--- config.mk ---
export PLATFORM = sky130hd
export DESIGN_NAME = uss_top
export DESIGN_NICKNAME = d
export VERILOG_FILES = /design/src/inc/uss_pkg.sv /design/src/inc/uss_stream_if.sv /design/src/core/uss_fifo.sv /design/src/core/uss_sync.sv /design/src/core/uss_top.sv
export SDC_FILE = /design/constraint.sdc
export NUM_CORES = 1
export LEC_CHECK = 0
export ABC_CLOCK_PERIOD_IN_PS = 2700
export BUFFER_PORTS_ARGS = -buffer_cell sky130_fd_sc_hd__buf_4
export CAP_MARGIN = 20
export CELL_PAD_IN_SITES_DETAIL_PLACEMENT = 1
export CELL_PAD_IN_SITES_GLOBAL_PLACEMENT = 1
export CORE_MARGIN = 2
export CORE_UTILIZATION = 30
export DETAILED_ROUTE_END_ITERATION = 10
export GPL_ROUTABILITY_DRIVEN = 0
export PLACE_DENSITY_LB_ADDON = 0.15
export SYNTH_ARGS = -nofsm -noshare
export SYNTH_HDL_FRONTEND = slang
export SYNTH_HIERARCHICAL = 1
export SYNTH_SLANG_ARGS = --single-unit
--- constraint.sdc ---
create_clock -name clk -period 2.7 [get_ports clk]
set_clock_uncertainty 0.15 [all_clocks]
set_input_delay 0.135 -clock clk [delete_from_list [all_inputs] [get_ports clk]]
set_output_delay 0.135 -clock clk [all_outputs]
set_load 0.05 [all_outputs]
--- src/inc/uss_pkg.sv ---
`default_nettype none
package uss_pkg;

  // ----------------------------------------------------------------
  // widths and reset values
  // ----------------------------------------------------------------
  localparam int          DATA_W     = 8;
  localparam int          CNT_W      = 4;
  localparam int          FIFO_DEPTH = 8;
  localparam logic [7:0]  DATA_RST   = 8'h00;
  localparam logic [3:0]  CNT_ZERO   = 4'h0;
  localparam logic [3:0]  CNT_ONE    = 4'h1;
  localparam logic [3:0]  CNT_MAX    = 4'hF;
  localparam int          MSB_POS    = 7;

  // ----------------------------------------------------------------
  // wire modes {hi, lo}
  // ----------------------------------------------------------------
  localparam logic [1:0]  WM_OFF      = 2'h0;
  localparam logic [1:0]  WM_THREE    = 2'h1;
  localparam logic [1:0]  WM_TWO      = 2'h2;
  localparam logic [1:0]  WM_TWO_HOLD = 2'h3;

  // ----------------------------------------------------------------
  // link rate limits, in core clocks per link clock period
  // ----------------------------------------------------------------
  localparam int          SCK_DIV_MIN = 4;
  localparam int          SCL_DIV_MIN = 16;

  // ----------------------------------------------------------------
  // two-wire clock hold states
  // ----------------------------------------------------------------
  typedef enum logic [2:0] {
    HOLD_FREE  = 3'h1,
    HOLD_START = 3'h2,
    HOLD_OVF   = 3'h4
  } uss_hold_e;

endpackage
`default_nettype wire

--- src/inc/uss_stream_if.sv ---
`timescale 1ns/1ps
`default_nettype none
interface uss_stream_if #(
  parameter int WIDTH = 8
);
  logic             valid;
  logic             ready;
  logic [WIDTH-1:0] data;

  modport src (output valid, output data, input ready);
  modport snk (input valid, input data, output ready);
endinterface
`default_nettype wire

--- src/core/uss_fifo.sv ---
`timescale 1ns/1ps
`default_nettype none
module uss_fifo #(
  parameter int WIDTH = 8,
  parameter int DEPTH = 8
) (
  // clock and reset
  input  wire logic   clk,
  input  wire logic   srst,
  // filling and draining sides
  uss_stream_if.snk   wr,
  uss_stream_if.src   rd
);

  localparam int AW = (DEPTH > 1) ? $clog2(DEPTH) : 1;
  localparam int CW = AW + 1;
  localparam logic [CW-1:0] FULL_CNT = CW'(DEPTH);
  localparam logic [AW-1:0] PTR_ONE  = AW'(1);
  localparam logic [CW-1:0] CNT_ONE  = CW'(1);

  typedef struct packed {
    logic [DEPTH-1:0][WIDTH-1:0] mem;
    logic [AW-1:0]               wptr;
    logic [AW-1:0]               rptr;
    logic [CW-1:0]               count;
    logic                        out_valid;
    logic [WIDTH-1:0]            out_data;
  } uss_fifo_s;

  uss_fifo_s s_q;
  uss_fifo_s s_d;

  generate
    if (DEPTH < 2 || (DEPTH & (DEPTH - 1)) != 0 || WIDTH < 1) begin : g_chk
      $error("uss_fifo: DEPTH must be a power of two >= 2, WIDTH >= 1");
    end
  endgenerate

  // ----------------------------------------------------------------
  // storage, pointers and registered read stage
  // ----------------------------------------------------------------
  always_comb begin
    logic push;
    logic pop;
    push = wr.valid && (s_q.count != FULL_CNT);
    pop  = 1'b0;
    s_d  = s_q;
    if (s_q.out_valid && rd.ready) begin
      s_d.out_valid = 1'b0;
    end
    if ((!s_q.out_valid || rd.ready) && (s_q.count != '0)) begin
      pop           = 1'b1;
      s_d.out_data  = s_q.mem[s_q.rptr];
      s_d.out_valid = 1'b1;
      s_d.rptr      = s_q.rptr + PTR_ONE;
    end
    if (push) begin
      s_d.mem[s_q.wptr] = wr.data;
      s_d.wptr          = s_q.wptr + PTR_ONE;
    end
    if (push && !pop) begin
      s_d.count = s_q.count + CNT_ONE;
    end else if (pop && !push) begin
      s_d.count = s_q.count - CNT_ONE;
    end
    if (srst) begin
      s_d = '0;
    end
  end

  always_ff @(posedge clk) begin
    s_q <= s_d;
  end

  assign wr.ready = (s_q.count != FULL_CNT);
  assign rd.valid = s_q.out_valid;
  assign rd.data  = s_q.out_data;

endmodule
`default_nettype wire

--- src/core/uss_sync.sv ---
`timescale 1ns/1ps
`default_nettype none
module uss_sync #(
  parameter int W = 2
) (
  // clock and reset
  input  wire logic         clk,
  input  wire logic         srst,
  // asynchronous levels in, synchronised levels out
  input  wire logic [W-1:0] async_in,
  output logic      [W-1:0] sync_out
);

  typedef struct packed {
    logic [W-1:0] meta;
    logic [W-1:0] stable;
  } uss_sync_s;

  uss_sync_s s_q;
  uss_sync_s s_d;

  generate
    if (W < 1) begin : g_chk
      $error("uss_sync: W must be at least 1");
    end
  endgenerate

  always_comb begin
    s_d.meta   = async_in;
    s_d.stable = s_q.meta;
    if (srst) begin
      s_d = '0;
    end
  end

  always_ff @(posedge clk) begin
    s_q <= s_d;
  end

  assign sync_out = s_q.stable;

endmodule
`default_nettype wire

--- src/core/uss_top.sv ---
`timescale 1ns/1ps
`default_nettype none
module uss_top
  import uss_pkg::*;
#(
  parameter int FIFO_DEPTH_P = FIFO_DEPTH
) (
  // clock and reset
  input  wire logic              clk,
  input  wire logic              srst,
  // serial pins
  input  wire logic              serial_in_pin,
  input  wire logic              shift_clock_pin_in,
  output logic                   shift_clock_pin_out,
  output logic                   shift_clock_pin_oe_n,
  output logic                   data_out_pin,
  output logic                   data_out_pin_oe_n,
  output logic                   twowire_data_pin_out,
  output logic                   twowire_data_pin_oe_n,
  // configuration levels
  input  wire logic              wire_mode_select_hi,
  input  wire logic              wire_mode_select_lo,
  input  wire logic              clock_source_select_hi,
  input  wire logic              clock_edge_select_lo,
  input  wire logic              data_out_drive_en,
  input  wire logic              shift_clock_drive_en,
  input  wire logic              overflow_irq_en,
  input  wire logic              start_irq_en,
  // strobes and events
  input  wire logic              software_clock_strobe,
  input  wire logic              clock_pin_toggle_strobe,
  input  wire logic              timer_match_pulse,
  // software access
  input  wire logic              data_wr_en,
  input  wire logic [DATA_W-1:0] data_wr_value,
  input  wire logic              status_wr_en,
  input  wire logic              status_wr_overflow_clear,
  input  wire logic              status_wr_start_clear,
  input  wire logic [CNT_W-1:0]  status_wr_count,
  // status
  output logic [DATA_W-1:0]      shift_data_q,
  output logic [CNT_W-1:0]       count_q,
  output logic                   count_overflow_flag,
  output logic                   start_flag,
  output logic                   overflow_irq,
  output logic                   start_irq,
  // received bytes
  output logic                   rx_valid,
  output logic [DATA_W-1:0]      rx_data,
  input  wire logic              rx_ready,
  output logic                   rx_fifo_ready
);

  // ----------------------------------------------------------------
  // state
  // ----------------------------------------------------------------
  typedef struct packed {
    logic [DATA_W-1:0] shreg;
    logic [CNT_W-1:0]  cnt;
    logic              ovf;
    logic              start;
    logic              sck_prev;
    logic              di_prev;
    logic              sck_tog;
    logic              latch_open;
    logic              latch;
    uss_hold_e         hold;
    logic              push_v;
    logic [DATA_W-1:0] push_data;
    logic              fifo_ready;
    logic              irq_ovf;
    logic              irq_start;
    logic              sck_out;
    logic              sck_oe_n;
    logic              do_out;
    logic              do_oe_n;
    logic              sda_oe_n;
  } uss_main_s;

  uss_main_s s_q;
  uss_main_s s_d;

  uss_stream_if #(.WIDTH(DATA_W)) fill_if ();
  uss_stream_if #(.WIDTH(DATA_W)) drain_if ();

  logic [1:0] pins_sync;
  logic       sck_s;
  logic       di_s;

  function automatic logic rose(input logic prev, input logic cur);
    return !prev && cur;
  endfunction

  function automatic logic fell(input logic prev, input logic cur);
    return prev && !cur;
  endfunction

  // ----------------------------------------------------------------
  // pin synchronisers
  // ----------------------------------------------------------------
  // two stages bound the link clock to core/4 for edge detection
  uss_sync #(.W(2)) u_sync (
    .clk      (clk),
    .srst     (srst),
    .async_in ({serial_in_pin, shift_clock_pin_in}),
    .sync_out (pins_sync)
  );

  assign sck_s = pins_sync[0];
  assign di_s  = pins_sync[1];

  // ----------------------------------------------------------------
  // received byte buffer
  // ----------------------------------------------------------------
  uss_fifo #(.WIDTH(DATA_W), .DEPTH(FIFO_DEPTH_P)) u_fifo (
    .clk  (clk),
    .srst (srst),
    .wr   (fill_if),
    .rd   (drain_if)
  );

  assign fill_if.valid  = s_q.push_v;
  assign fill_if.data   = s_q.push_data;
  assign drain_if.ready = rx_ready;

  // ----------------------------------------------------------------
  // shift, count, latch and hold logic
  // ----------------------------------------------------------------
  always_comb begin
    logic [1:0] wmode;
    logic       twowire;
    logic       sck_r;
    logic       sck_f;
    logic       ext_sample;
    logic       ext_change;
    logic       shift_ev;
    logic       cnt_ev;
    logic       wrap;
    logic       start_det;
    shift_ev   = 1'b0;
    cnt_ev     = 1'b0;
    wrap       = 1'b0;
    start_det  = 1'b0;
    wmode      = {wire_mode_select_hi, wire_mode_select_lo};
    twowire    = (wmode == WM_TWO) || (wmode == WM_TWO_HOLD);
    sck_r      = rose(s_q.sck_prev, sck_s);
    sck_f      = fell(s_q.sck_prev, sck_s);
    ext_sample = clock_edge_select_lo ? sck_f : sck_r;
    ext_change = clock_edge_select_lo ? sck_r : sck_f;
    s_d          = s_q;
    s_d.sck_prev = sck_s;
    s_d.di_prev  = di_s;

    // clock source selection
    if (clock_source_select_hi) begin
      shift_ev = ext_sample;
    end else begin
      shift_ev = clock_edge_select_lo ? timer_match_pulse : software_clock_strobe;
    end
    if (!clock_source_select_hi) begin
      cnt_ev = shift_ev;
    end else if (software_clock_strobe) begin
      cnt_ev = clock_pin_toggle_strobe;
    end else begin
      cnt_ev = sck_r || sck_f;
    end

    // toggle strobe drives the shift clock pin level
    if (clock_pin_toggle_strobe) begin
      s_d.sck_tog = !s_q.sck_tog;
    end

    // shift register: software write wins over a shift
    if (data_wr_en) begin
      s_d.shreg = data_wr_value;
    end else if (shift_ev) begin
      s_d.shreg = {s_q.shreg[DATA_W-2:0], di_s};
    end

    // counter: status write wins over counting
    wrap = cnt_ev && (s_q.cnt == CNT_MAX) && !status_wr_en;
    if (status_wr_en) begin
      s_d.cnt = status_wr_count;
    end else if (cnt_ev) begin
      s_d.cnt = s_q.cnt + CNT_ONE;
    end
    if (status_wr_en && status_wr_overflow_clear) begin
      s_d.ovf = 1'b0;
    end
    if (wrap) begin
      s_d.ovf = 1'b1;
    end

    // output latch
    if (!clock_source_select_hi) begin
      s_d.latch_open = 1'b1;
    end else if (ext_sample) begin
      s_d.latch_open = 1'b0;
    end else if (ext_change) begin
      s_d.latch_open = 1'b1;
    end
    if (s_d.latch_open) begin
      s_d.latch = s_d.shreg[MSB_POS];
    end

    // two-wire start condition: data falls while clock high
    start_det = twowire && s_q.di_prev && !di_s && sck_s;
    if (status_wr_en && status_wr_start_clear) begin
      s_d.start = 1'b0;
    end
    if (start_det) begin
      s_d.start = 1'b1;
    end

    // completed byte goes to the buffer; a full buffer keeps it pending
    if (s_q.push_v && fill_if.ready) begin
      s_d.push_v = 1'b0;
    end
    if (wrap) begin
      s_d.push_v    = 1'b1;
      s_d.push_data = s_d.shreg;
    end
    s_d.fifo_ready = fill_if.ready;

    // two-wire clock hold
    case (s_q.hold)
      HOLD_FREE: begin
        if (start_det) begin
          s_d.hold = HOLD_START;
        end else if (twowire && wrap && ((wmode == WM_TWO_HOLD) || !fill_if.ready)) begin
          s_d.hold = HOLD_OVF;
        end
      end
      HOLD_START: begin
        if (!s_d.start) begin
          s_d.hold = HOLD_FREE;
        end
      end
      HOLD_OVF: begin
        if (!s_d.ovf && !s_d.push_v) begin
          s_d.hold = HOLD_FREE;
        end
      end
      default: begin
        s_d.hold = HOLD_FREE;
      end
    endcase
    if (!twowire) begin
      s_d.hold = HOLD_FREE;
    end

    // pin drivers: three-wire push-pull, two-wire open drain
    if (twowire) begin
      s_d.sck_out  = 1'b0;
      s_d.sck_oe_n = !((shift_clock_drive_en && !s_d.sck_tog)
                       || ((s_d.hold != HOLD_FREE) && !sck_s));
      s_d.do_out   = 1'b0;
      s_d.do_oe_n  = 1'b1;
      s_d.sda_oe_n = !(data_out_drive_en && !s_d.latch);
    end else begin
      s_d.sck_out  = s_d.sck_tog;
      s_d.sck_oe_n = !shift_clock_drive_en;
      s_d.do_out   = s_d.latch;
      s_d.do_oe_n  = !data_out_drive_en;
      s_d.sda_oe_n = 1'b1;
    end

    // interrupt requests
    s_d.irq_ovf   = s_d.ovf && overflow_irq_en;
    s_d.irq_start = s_d.start && start_irq_en;

    if (srst) begin
      s_d            = '0;
      s_d.shreg      = DATA_RST;
      s_d.cnt        = CNT_ZERO;
      s_d.hold       = HOLD_FREE;
      s_d.latch_open = 1'b1;
      s_d.sck_oe_n   = 1'b1;
      s_d.do_oe_n    = 1'b1;
      s_d.sda_oe_n   = 1'b1;
    end
  end

  always_ff @(posedge clk) begin
    s_q <= s_d;
  end

  // ----------------------------------------------------------------
  // outputs
  // ----------------------------------------------------------------
  assign shift_clock_pin_out   = s_q.sck_out;
  assign shift_clock_pin_oe_n  = s_q.sck_oe_n;
  assign data_out_pin          = s_q.do_out;
  assign data_out_pin_oe_n     = s_q.do_oe_n;
  assign twowire_data_pin_out  = 1'b0;
  assign twowire_data_pin_oe_n = s_q.sda_oe_n;
  assign shift_data_q          = s_q.shreg;
  assign count_q               = s_q.cnt;
  assign count_overflow_flag   = s_q.ovf;
  assign start_flag            = s_q.start;
  assign overflow_irq          = s_q.irq_ovf;
  assign start_irq             = s_q.irq_start;
  assign rx_valid              = drain_if.valid;
  assign rx_data               = drain_if.data;
  assign rx_fifo_ready         = s_q.fifo_ready;

endmodule
`default_nettype wire

# Word level (Yosys, flattened, before mapping)
# Index checks and enable logic that the tools add are counted.
[word_totals]
reg_bits = 126
latch_bits = 0
mem_bits_rw = 0
mem_bits_ro = 0
out_inout_bits = 32
memories = 0
[op_classes]
add_sub_neg = 5
multipliers = 0
n_div = 0
n_lt_le_gt_ge = 3
eq_ne = 8
shift = 0
mux = 38
bitwise = 1
reduce_logical = 51
[ops]
columns = ["operator", "count"]
rows = [
  ["bitwise mux 64 bit", 1],
  ["two-way mux 8 bit", 4],
  ["binary-select mux 8 bit (select 3 bit)", 1],
  ["demux 8 bit (select 3 bit)", 1],
  ["logical AND 1 bit", 23],
  ["two-way mux 4 bit", 5],
  ["two-way mux 1 bit", 18],
  ["two-way mux 9 bit", 2],
  ["zero test 1 bit", 17],
  ["two-way mux 3 bit", 5],
  ["one-hot mux 3 bit (3 select lines)", 1],
  ["adder 4 x 1 -> 4 bit (second input constant)", 2],
  ["less-than comparator 3 x 4 -> 1 bit (second input constant)", 2],
  ["adder 3 x 1 -> 3 bit (second input constant)", 2],
  ["nonzero test 2 bit", 3],
  ["logical OR 1 bit", 5],
  ["== test 2 bit (second input constant)", 2],
  ["== test 4 bit (second input constant)", 1],
  ["!= test 4 bit (second input constant)", 1],
  ["nonzero test 4 bit", 1],
  ["OR reduction 2 bit", 2],
  ["subtractor 4 x 1 -> 4 bit (second input constant)", 1],
  ["== test 3 x 1 -> 1 bit (second input constant)", 1],
  ["== test 3 x 2 -> 1 bit (second input constant)", 1],
  ["other kinds (4)", 4],
]

# Longest topological paths before layout
# Gate-level depths: netlist of the first run.
[depth]
depth_word = 18
ltp_mapped = 11
depth_no_buf = 11

# Hierarchy
# The synthesis of the first run kept the hierarchy.
[by_module_without_submodules]
columns = ["module", "n_inst", "cells_per_inst", "area_per_inst_um2", "seq_area_each_um2"]
rows = [
  ["uss_fifo", 1, 360, 3666.0, 1661.6],
  ["uss_top", 1, 216, 1888.1, 780.7],
  ["uss_sync", 1, 10, 120.1, 80.1],
]

# Worst setup path after synthesis of the first run
# OpenSTA, ideal clock, no wires.
[synth_timing]
kind = "flip-flop to flip-flop"
start = "register u_fifo/s_q[9] (netlist bit)"
end = "register u_fifo/s_q[12] (netlist bit)"
setup_time_ns = 0.121
arrival_time_ns = 2.582
required_time_ns = 2.429
path_slack_ns = -0.153
path_stages_with_launch = 12
cell_sequence = "dfxtp_1 -> or4_4 -> and2_1 -> buf_2 -> inv_1 -> ha_1 -> inv_1 -> ha_1 -> a21oi_1 -> a211oi_1 -> a31oi_1 -> mux2_2"
[synth_via]
elab_chain_cells = 6
[synth_lines]
columns = ["item", "line", "text"]
rows = [
  ["start, declared", "uss_fifo.sv:30", "uss_fifo_s s_q;"],
  ["start signal, assigned", "uss_fifo.sv:72", "s_q <= s_d;"],
  ["branches (longest 6 deep; another with subtractor 4 x 1 -> 4 bit)", "n/a", ""],
]
# Several ways; the timed one is not identified. The select of a mux whose other input is x is not followed.
# A chain may end at the register's enable or synchronous reset.

# Worst setup path in the final report of the first run
[layout_timing]
start = "register u_fifo/s_q[12] (netlist bit)"
end = "register u_fifo/s_q[12] (netlist bit)"
# The elaborated chain is that of the path after synthesis.

==> results of run 1 <==
==> power breakdown <==
group | internal, W | switching (W) | leakage, nW
clock network | 0.00153 | 0.000858 | 0.303
registers | 0.00197 | 0.000114 | 1.02
logic | 0.000568 | 0.000791 | 1.67
total | 0.00407 | 0.00176 | 3.00
==> per-layer routing <==
metal	up-vias	wire length, um	global-route usage, %
met1	2145	6590	18.8
met5	-	0	0
li1	2124	-	-
met4	0	147	4.42
met3	12	409	3.61
met2	61	7140	26.8
==> cell families (layout without fill, tap and decap cells) <==
logic type | after synthesis | count (layout) | synth area share [%]
AOI/OAI and AO/OA | 67 | 67 | 7.96
xor gates and xnor gates | 10 | 10 | 1.54
adders and majority gates | 9 | 9 | 2.12
buffers and inverters | 79 | 161 | 7.45
DFF | 126 | 126 | 44.5
muxes | 78 | 78 | 17.6
other | 1 | 1 | 0.0661
and+or+nand+nor | 216 | 216 | 18.8
==> cells in the mapped netlist, drive strengths merged (2+ instances only) <==
library cell,count
o21ai,13
o22ai,9
nand2,32
nand3,17
nor2,105
a31oi,2
nand2b,9
nor2b,12
mux2i,59
xnor2,7
mux2,2
a211oi,4
or2,2
ha,8
dfxtp,126
nor3b,7
xor2,3
and2,4
a21oi,23
nand4,2
buf,39
nor3,17
a21boi,3
or4b,2
inv,18
a211o,6
clkbuf,21
mux4,17
==> repair_timing <==
item                       CTS  global route
hold buffers                29             0
hold endpoints to repair    30             0
setup endpoints to repair    0             2
gates resized for setup      0             7
buffers inserted             0             3
==> through the flow <==
| stage | cells | worst slack (ps) | cell area [um^2] | utilization [%] | hold slack (ps) |
|---|---|---|---|---|---|
| floorplan | 586 | 16.9 | 5690 | - | 46.9 |
| global placement | 838 | 103 | 6240 | 33.5 | 188 |
| detailed placement | 838 | 58.2 | 6240 | 33.5 | 188 |
| CTS | 899 | 38.6 | 7160 | 38.4 | 3.94 |
| global route | 902 | -22.9 | 7200 | 38.6 | 33.8 |
| finish | 902 | 86.9 | 7200 | 38.6 | 13.4 |
==> layout make-up <==
type | count | area (um^2) | area share (%)
clock buffer | 20 | 467 | 6.48
clock inverter | 12 | 159 | 2.21
inverter | 19 | 71.3 | 0.990
multi-input combinational | 381 | 2770 | 38.4
sequential | 126 | 2530 | 35.1
tap | 234 | 293 | 4.06
timing repair buffer | 110 | 923 | 12.8
==> worst min-delay path by stage <==
| stage | depth (start not counted) | endpoint | startpoint |
|---|---|---|---|
| after CTS | 3 | s_q[21] | clock_source_select_hi |
| final | 2 | u_fifo/s_q[71] | srst |
| after floorplan | 1 | data_out_pin_oe_n | data_out_drive_en |
| after global placement | 2 | overflow_irq | overflow_irq_en |
| after global routing | 3 | s_q[21] | clock_source_select_hi |
| after detailed placement | 2 | data_out_pin_oe_n | data_out_drive_en |
==> placed cells by master (no fill, tap or decap), drive strengths merged, types with 12 or more instances in the layout <==
master       netlist  routed
clkbuf            21      20
dfxtp            126     126
mux2i             59      59
inv               18      19
nand2             32      32
nor2b             12      12
mux4              17      17
buf               39      81
o21ai             13      13
nand3             17      17
a21oi             23      23
nor2             105     105
dlygate4sd3        0      29
nor3              17      17
==> flip-flops by register name, indices dropped and copies added (netlist names), 2 cells and up <==
| signal | flops |
|---|---|
| fill_if.data | 8 |
| u_fifo/rd.data | 8 |
| count_q | 4 |
| u_sync/sync_out | 2 |
| s_q | 8 |
| u_sync/s_q | 2 |
| shift_data_q | 8 |
| u_fifo/s_q | 74 |
==> results.md, run 1 <==
- Area grow syn2layout: 27.0%
- Crit-path cells: or4_4 -> and2_4 -> inv_1 -> ha_2 -> inv_2 -> ha_4 -> a21oi_4 -> a211oi_2 -> a31oi_1 -> mux2_2
- Final period util: 96.8%
- Num CTS Buffers: 17
- Post-synth top flop: dfxtp_1
- Share of layout cells above drive strength 1: 24.6%
- Drt first pass iters: 4
- Largest net degree at the start of global routing: 43
- CP required: 2850 ps
- CTS clk-pin slew, worst paths: 60 ps
- Outcome: complete, no violations
- Worst-skew pair later-pin latency: 410 ps
- Initial antenna violation count: 0
- Syn Nets: 627
- Seq cells post-synth: 126
- Boundary Pins: 64
- Max Slew Vio Count: 0
- CTS tree: built
- Total power: 0.00583 W
- DRC viols: 0
- Reg2Reg Depth: 10
- Worst Path Max Fanout: 5
- Global Route Usage Sum: 15.3%
- Warnings, synthesis: 6
- Crit. End Element: flop
- Ys async rst share: 0%
- Post-route setup TNS: 0 ps
- Top-area cell type share of the netlist area: 44.5%
- Top Family by Delay on Critical Path: simple AND/OR/NAND/NOR gates
- Top cells by area, synth: dfxtp_1 (44%), mux2i_1 (10%), mux4_2 (6.7%), nor2_1 (6.7%), buf_4 (3.8%)
- Yosys top cell by area: dfxtp_1
- Worst reg-to-reg setup slack: 90 ps
- Final net count: 696
- F_max: 383 MHz
- Mapped Cells: 586
- Clock buffer depth: 2
- Post-layout minimum cycle time: 2610 ps
- H-tree depth: 4
- Max_cap viols: 0
- Share of the yosys chip area belonging to registers: 44.5%
- Final Hold Viols: 0
- Worst r2r src: u_fifo/s_q[12]
- Vert. Die Dim: 142 um
- Max-slew headroom: 55.7%
- Netlist Area Pre-Place: 5670 um^2
- Core area: 18600 um^2
- IO buf count: 62
- Critical path arrival: 2760 ps
- Pleak: 3.00 nW
- Critical path depth in cells: 10
- Width of the die: 142 um
- Starting DRC count in detailed routing: 125
- Cell Rows: 50
- Via Count: 4342
- DIE AREA: 20000 um^2
- Dpl hpwl: 9.88 mm
- First-pass GRT wire length: 24.0 mm
- CP startpoint: u_fifo/s_q[12]
- Startpoint Class: flop
- Initial Utilization: 30.4%
- Clock sink total: 126
- Fill cell count: 2093
- Diode count: 0
- Crit Reg-Reg Endpoint: u_fifo/s_q[12]
- Final setup viols: 0
- Power Dens Cells: 810 nW/um^2
- Crit path buf inv count: 2
- Critical path endpoint: u_fifo/s_q[12]
- Slowest-stage cell, CP: or4_4
- RSZ-0062 raised after global routing: true
- Vias in the first global route: 4630
- Critical path's largest stage delay: 570 ps
- Max VDD drop: 427 uV
- Avg Inst Size Synth: 9.68 um^2
- Setup CP Type: flop to flop
- Vias/cell: 4.81
- HP Class: primary input to flop
- Clk Tree Root Cell: clkbuf_16
- Post-synthesis cell type count: 55
- Routed WL: 14.3 mm
- Routed wire per std cell: 15.8 um
- Congestion Overflow GR: 0
- Count of flip-flops with a built-in enable after synthesis: 0
- Routed Antenna Nets: 0
- Tightest Pin Transition: 655 ps
Note: power is estimated with default switching activity, not from simulation.
==> inputs of run 2 (changes only) <==
BUFFER_PORTS_ARGS = -buffer_cell sky130_fd_sc_hd__buf_2   (was -buffer_cell sky130_fd_sc_hd__buf_4)
==> run 2 against run 1 <==
Critical path depth unchanged. Non-clock buffer count down 4. Routed wire length up 1.1%. Critical endpoint unchanged. Core utilization down 0.87 points. Sequential power down 2%. Global-route usage up 0.17 points. First-iteration DRC count up 26%. Die area unchanged.
==> results.md, run 2 (synthesis gave the netlist of run 1 again) <==
- Worst hold path stage count: 3 (was 2)
- Critical path arrival: 2750 ps (was 2760 ps)
- Crit Reg-Reg Endpoint: u_fifo/s_q[12] (unchanged)
- Seq pwr share: 34.5% (was 35.8%)
- Worst r2r src: u_fifo/s_q[9] (was u_fifo/s_q[12])
- Max Slew Vio Count: 0 (unchanged)
- Combinational share of power: 23.3% (about the same)
- Final setup viols: 0 (unchanged)
- Post-route setup TNS: 0 ps (unchanged)
- Initial Utilization: 30.4% (unchanged)
- Vias/cell: 4.82 (was 4.81)
- Cell Rows: 50 (unchanged)
- Num CTS Buffers: 17 (unchanged)
- CTS clk-pin slew, worst paths: 60 ps (about the same)
- CP required: 2850 ps (about the same)
- Max layer used: met4 (unchanged)
- Register area: 2530 um^2 (unchanged)
- Starting DRC count in detailed routing: 157 (was 125)
- Congestion Overflow GR: 0 (unchanged)
- Power Dens Cells: 842 nW/um^2 (was 810 nW/um^2)
- Sw Ratio: 29.7% (was 30.2%)
- Most common cell after layout, fill and taps aside: dfxtp_1 (unchanged)
- Max_cap viols: 0 (unchanged)
- CTS tree: built (unchanged)
- Vert. Die Dim: 142 um (unchanged)
- Final period util: 96.3% (was 96.8%)
- Worst-skew pair later-pin latency: 420 ps (was 410 ps)
- Worst Path Max Fanout: 4 (was 5)
- Setup CP Type: flop to flop (unchanged)
- Routed WL: 14.4 mm (was 14.3 mm)
- Largest register FFs: 74 (unchanged)
- Internal power: 0.00417 W (was 0.00407 W)
- Placed Area: 6060 um^2 (was 6240 um^2)
- Largest net degree at the start of global routing: 41 (was 43)
- Pleak: 2.96 nW (was 3.00 nW)
- Critical path endpoint: u_fifo/s_q[12] (unchanged)
- Vias in the first global route: 4660 (was 4630)
- Crit. End Element: flop (unchanged)
- Outcome: complete, no violations (unchanged)
- Startpoint Class: flop (unchanged)
- Clock buffer depth: 2 (unchanged)
- Via Count: 4323 (was 4342)
- Wire length on met1: 6.75 mm (was 6.59 mm)
- Clock power share: 42.2% (was 40.9%)
- Clock sink total: 126 (unchanged)
- IO buf count: 62 (unchanged)
- Width of the die: 142 um (unchanged)
- Post-route cell area: 7040 um^2 (was 7200 um^2)
- Initial antenna violation count: 0 (unchanged)
- First-pass GRT wire length: 24.4 mm (was 24.0 mm)
- Final net count: 692 (was 696)
- HP Class: primary input to flop (unchanged)
- Max VDD drop: 471 uV (was 427 uV)
- DRC viols: 0 (unchanged)
- Met3 wire length: 419 um (was 409 um)
- Net Switching: 0.00176 W (about the same)
- CP startpoint: u_fifo/s_q[9] (was u_fifo/s_q[12])
- Share of layout cells above drive strength 1: 24.1% (was 24.6%)
- Met2 WL: 7.14 mm (about the same)
- Diode count: 0 (unchanged)
- Boundary Pins: 64 (unchanged)
- Commonest cells after routing, fill and taps aside: dfxtp_1 (125), nor2_1 (101), buf_2 (61) (was dfxtp_1 (123), nor2_1 (101), buf_4 (79))
- F_max: 384 MHz (was 383 MHz)
- Final core occ: 37.8% (was 38.6%)
- Clk Tree Root Cell: clkbuf_16 (unchanged)
- Post-layout minimum cycle time: 2600 ps (was 2610 ps)
- DIE AREA: 20000 um^2 (unchanged)
- RSZ-0062 raised after global routing: false (was true)
- Max-slew headroom: 58.6% (was 55.7%)
- H-tree depth: 4 (unchanged)
- Core area: 18600 um^2 (unchanged)
- Tightest Pin Transition: 614 ps (was 655 ps)
- Area grow syn2layout: 24.1% (was 27.0%)
- Routed wire per std cell: 16.1 um (was 15.8 um)
- Drt first pass iters: 4 (unchanged)
- Largest Register: u_fifo/s_q (unchanged)
- Dpl hpwl: 9.79 mm (was 9.88 mm)
- Final Hold Viols: 0 (unchanged)
- Routed Antenna Nets: 0 (unchanged)
- Footprint of the multi-input gates: 2780 um^2 (was 2770 um^2)
- Global Route Usage Sum: 15.5% (was 15.3%)
- Reg2Reg Depth: 10 (unchanged)
- Fill cell count: 2103 (was 2093)
- Worst reg-to-reg setup slack: 100 ps (was 90 ps)
-- run 2: cell types whose count changed in the layout (fill, tap and decap cells not counted), sizes merged --
cell,before,now
clkinv,7,4
clkinvlp,2,1
dlygate4sd3,29,27
buf,81,79
clkbuf,20,22
bufinv,3,4
-- run 2: power groups by stage --
stage	sequential (W)	combinational [W]	clock, W
6_report	0.00205	0.00138	0.00251
2_1_floorplan	0.00213	0.000943	0
5_1_grt	0.00207	0.00150	0.00266
4_1_cts	0.00205	0.00131	0.00257
3_5_place_dp	0.00209	0.00127	0
3_3_place_gp	0.00208	0.00125	0
-- run 2: per-stage QoR --
stage	hold slack (ps)	setup slack, ps	power [W]	std cells
floorplan	46.9	16.9	0.00307	586
global placement	187	103	0.00333	836
detailed placement	194	20.0	0.00336	836
CTS	2.11	1.59	0.00593	894
global route	13.2	1.29	0.00623	897
finish	6.92	98.9	0.00593	897
-- run 2: metal layers --
layer / vias to the layer above / global-route usage [%]
met5: - / 0
met4: 0 / 4.58
met3: 13 / 3.48
met2: 66 / 26.3
met1: 2127 / 19.8
li1: 2117 / -
-- run 2: area by class of cell --
| class | instances | area share [%] |
|---|---|---|
| Sequential cell | 126 | 35.9 |
| Multi-Input combinational cell | 381 | 39.5 |
| Inverter | 19 | 1.01 |
| Timing Repair Buffer | 106 | 10.3 |
| Clock inverter | 9 | 2.20 |
| Clock buffer | 22 | 7.02 |
| Tap cell | 234 | 4.16 |
-- run 2: worst min path at each step --
stage                      startpoint           endpoint  slack [ps]
detailed placement       start_irq_en          start_irq         190
global route                 rx_ready    u_fifo/rd.valid          10
CTS                          rx_ready    u_fifo/rd.valid           2
finish                       rx_ready    u_fifo/rd.valid           7
global placement         start_irq_en          start_irq         190
floorplan           data_out_drive_en  data_out_pin_oe_n          50
-- run 2: repair_timing --
item	CTS	global route
gates resized for setup	0	8
setup endpoints to repair	0	1
setup buffers	0	3
hold buffers	27	0
endpoints found under the hold margin	35	0
-- run 2: worst max-delay path, stage by stage, from the launching register on --
cell and delay [ps]:
dfxtp_4 360, or4_4 540, and2_4 180, inv_1 80
ha_4 130, inv_2 60, ha_4 240, a21oi_4 140
a211oi_2 90, a31oi_1 160, mux2_2 350
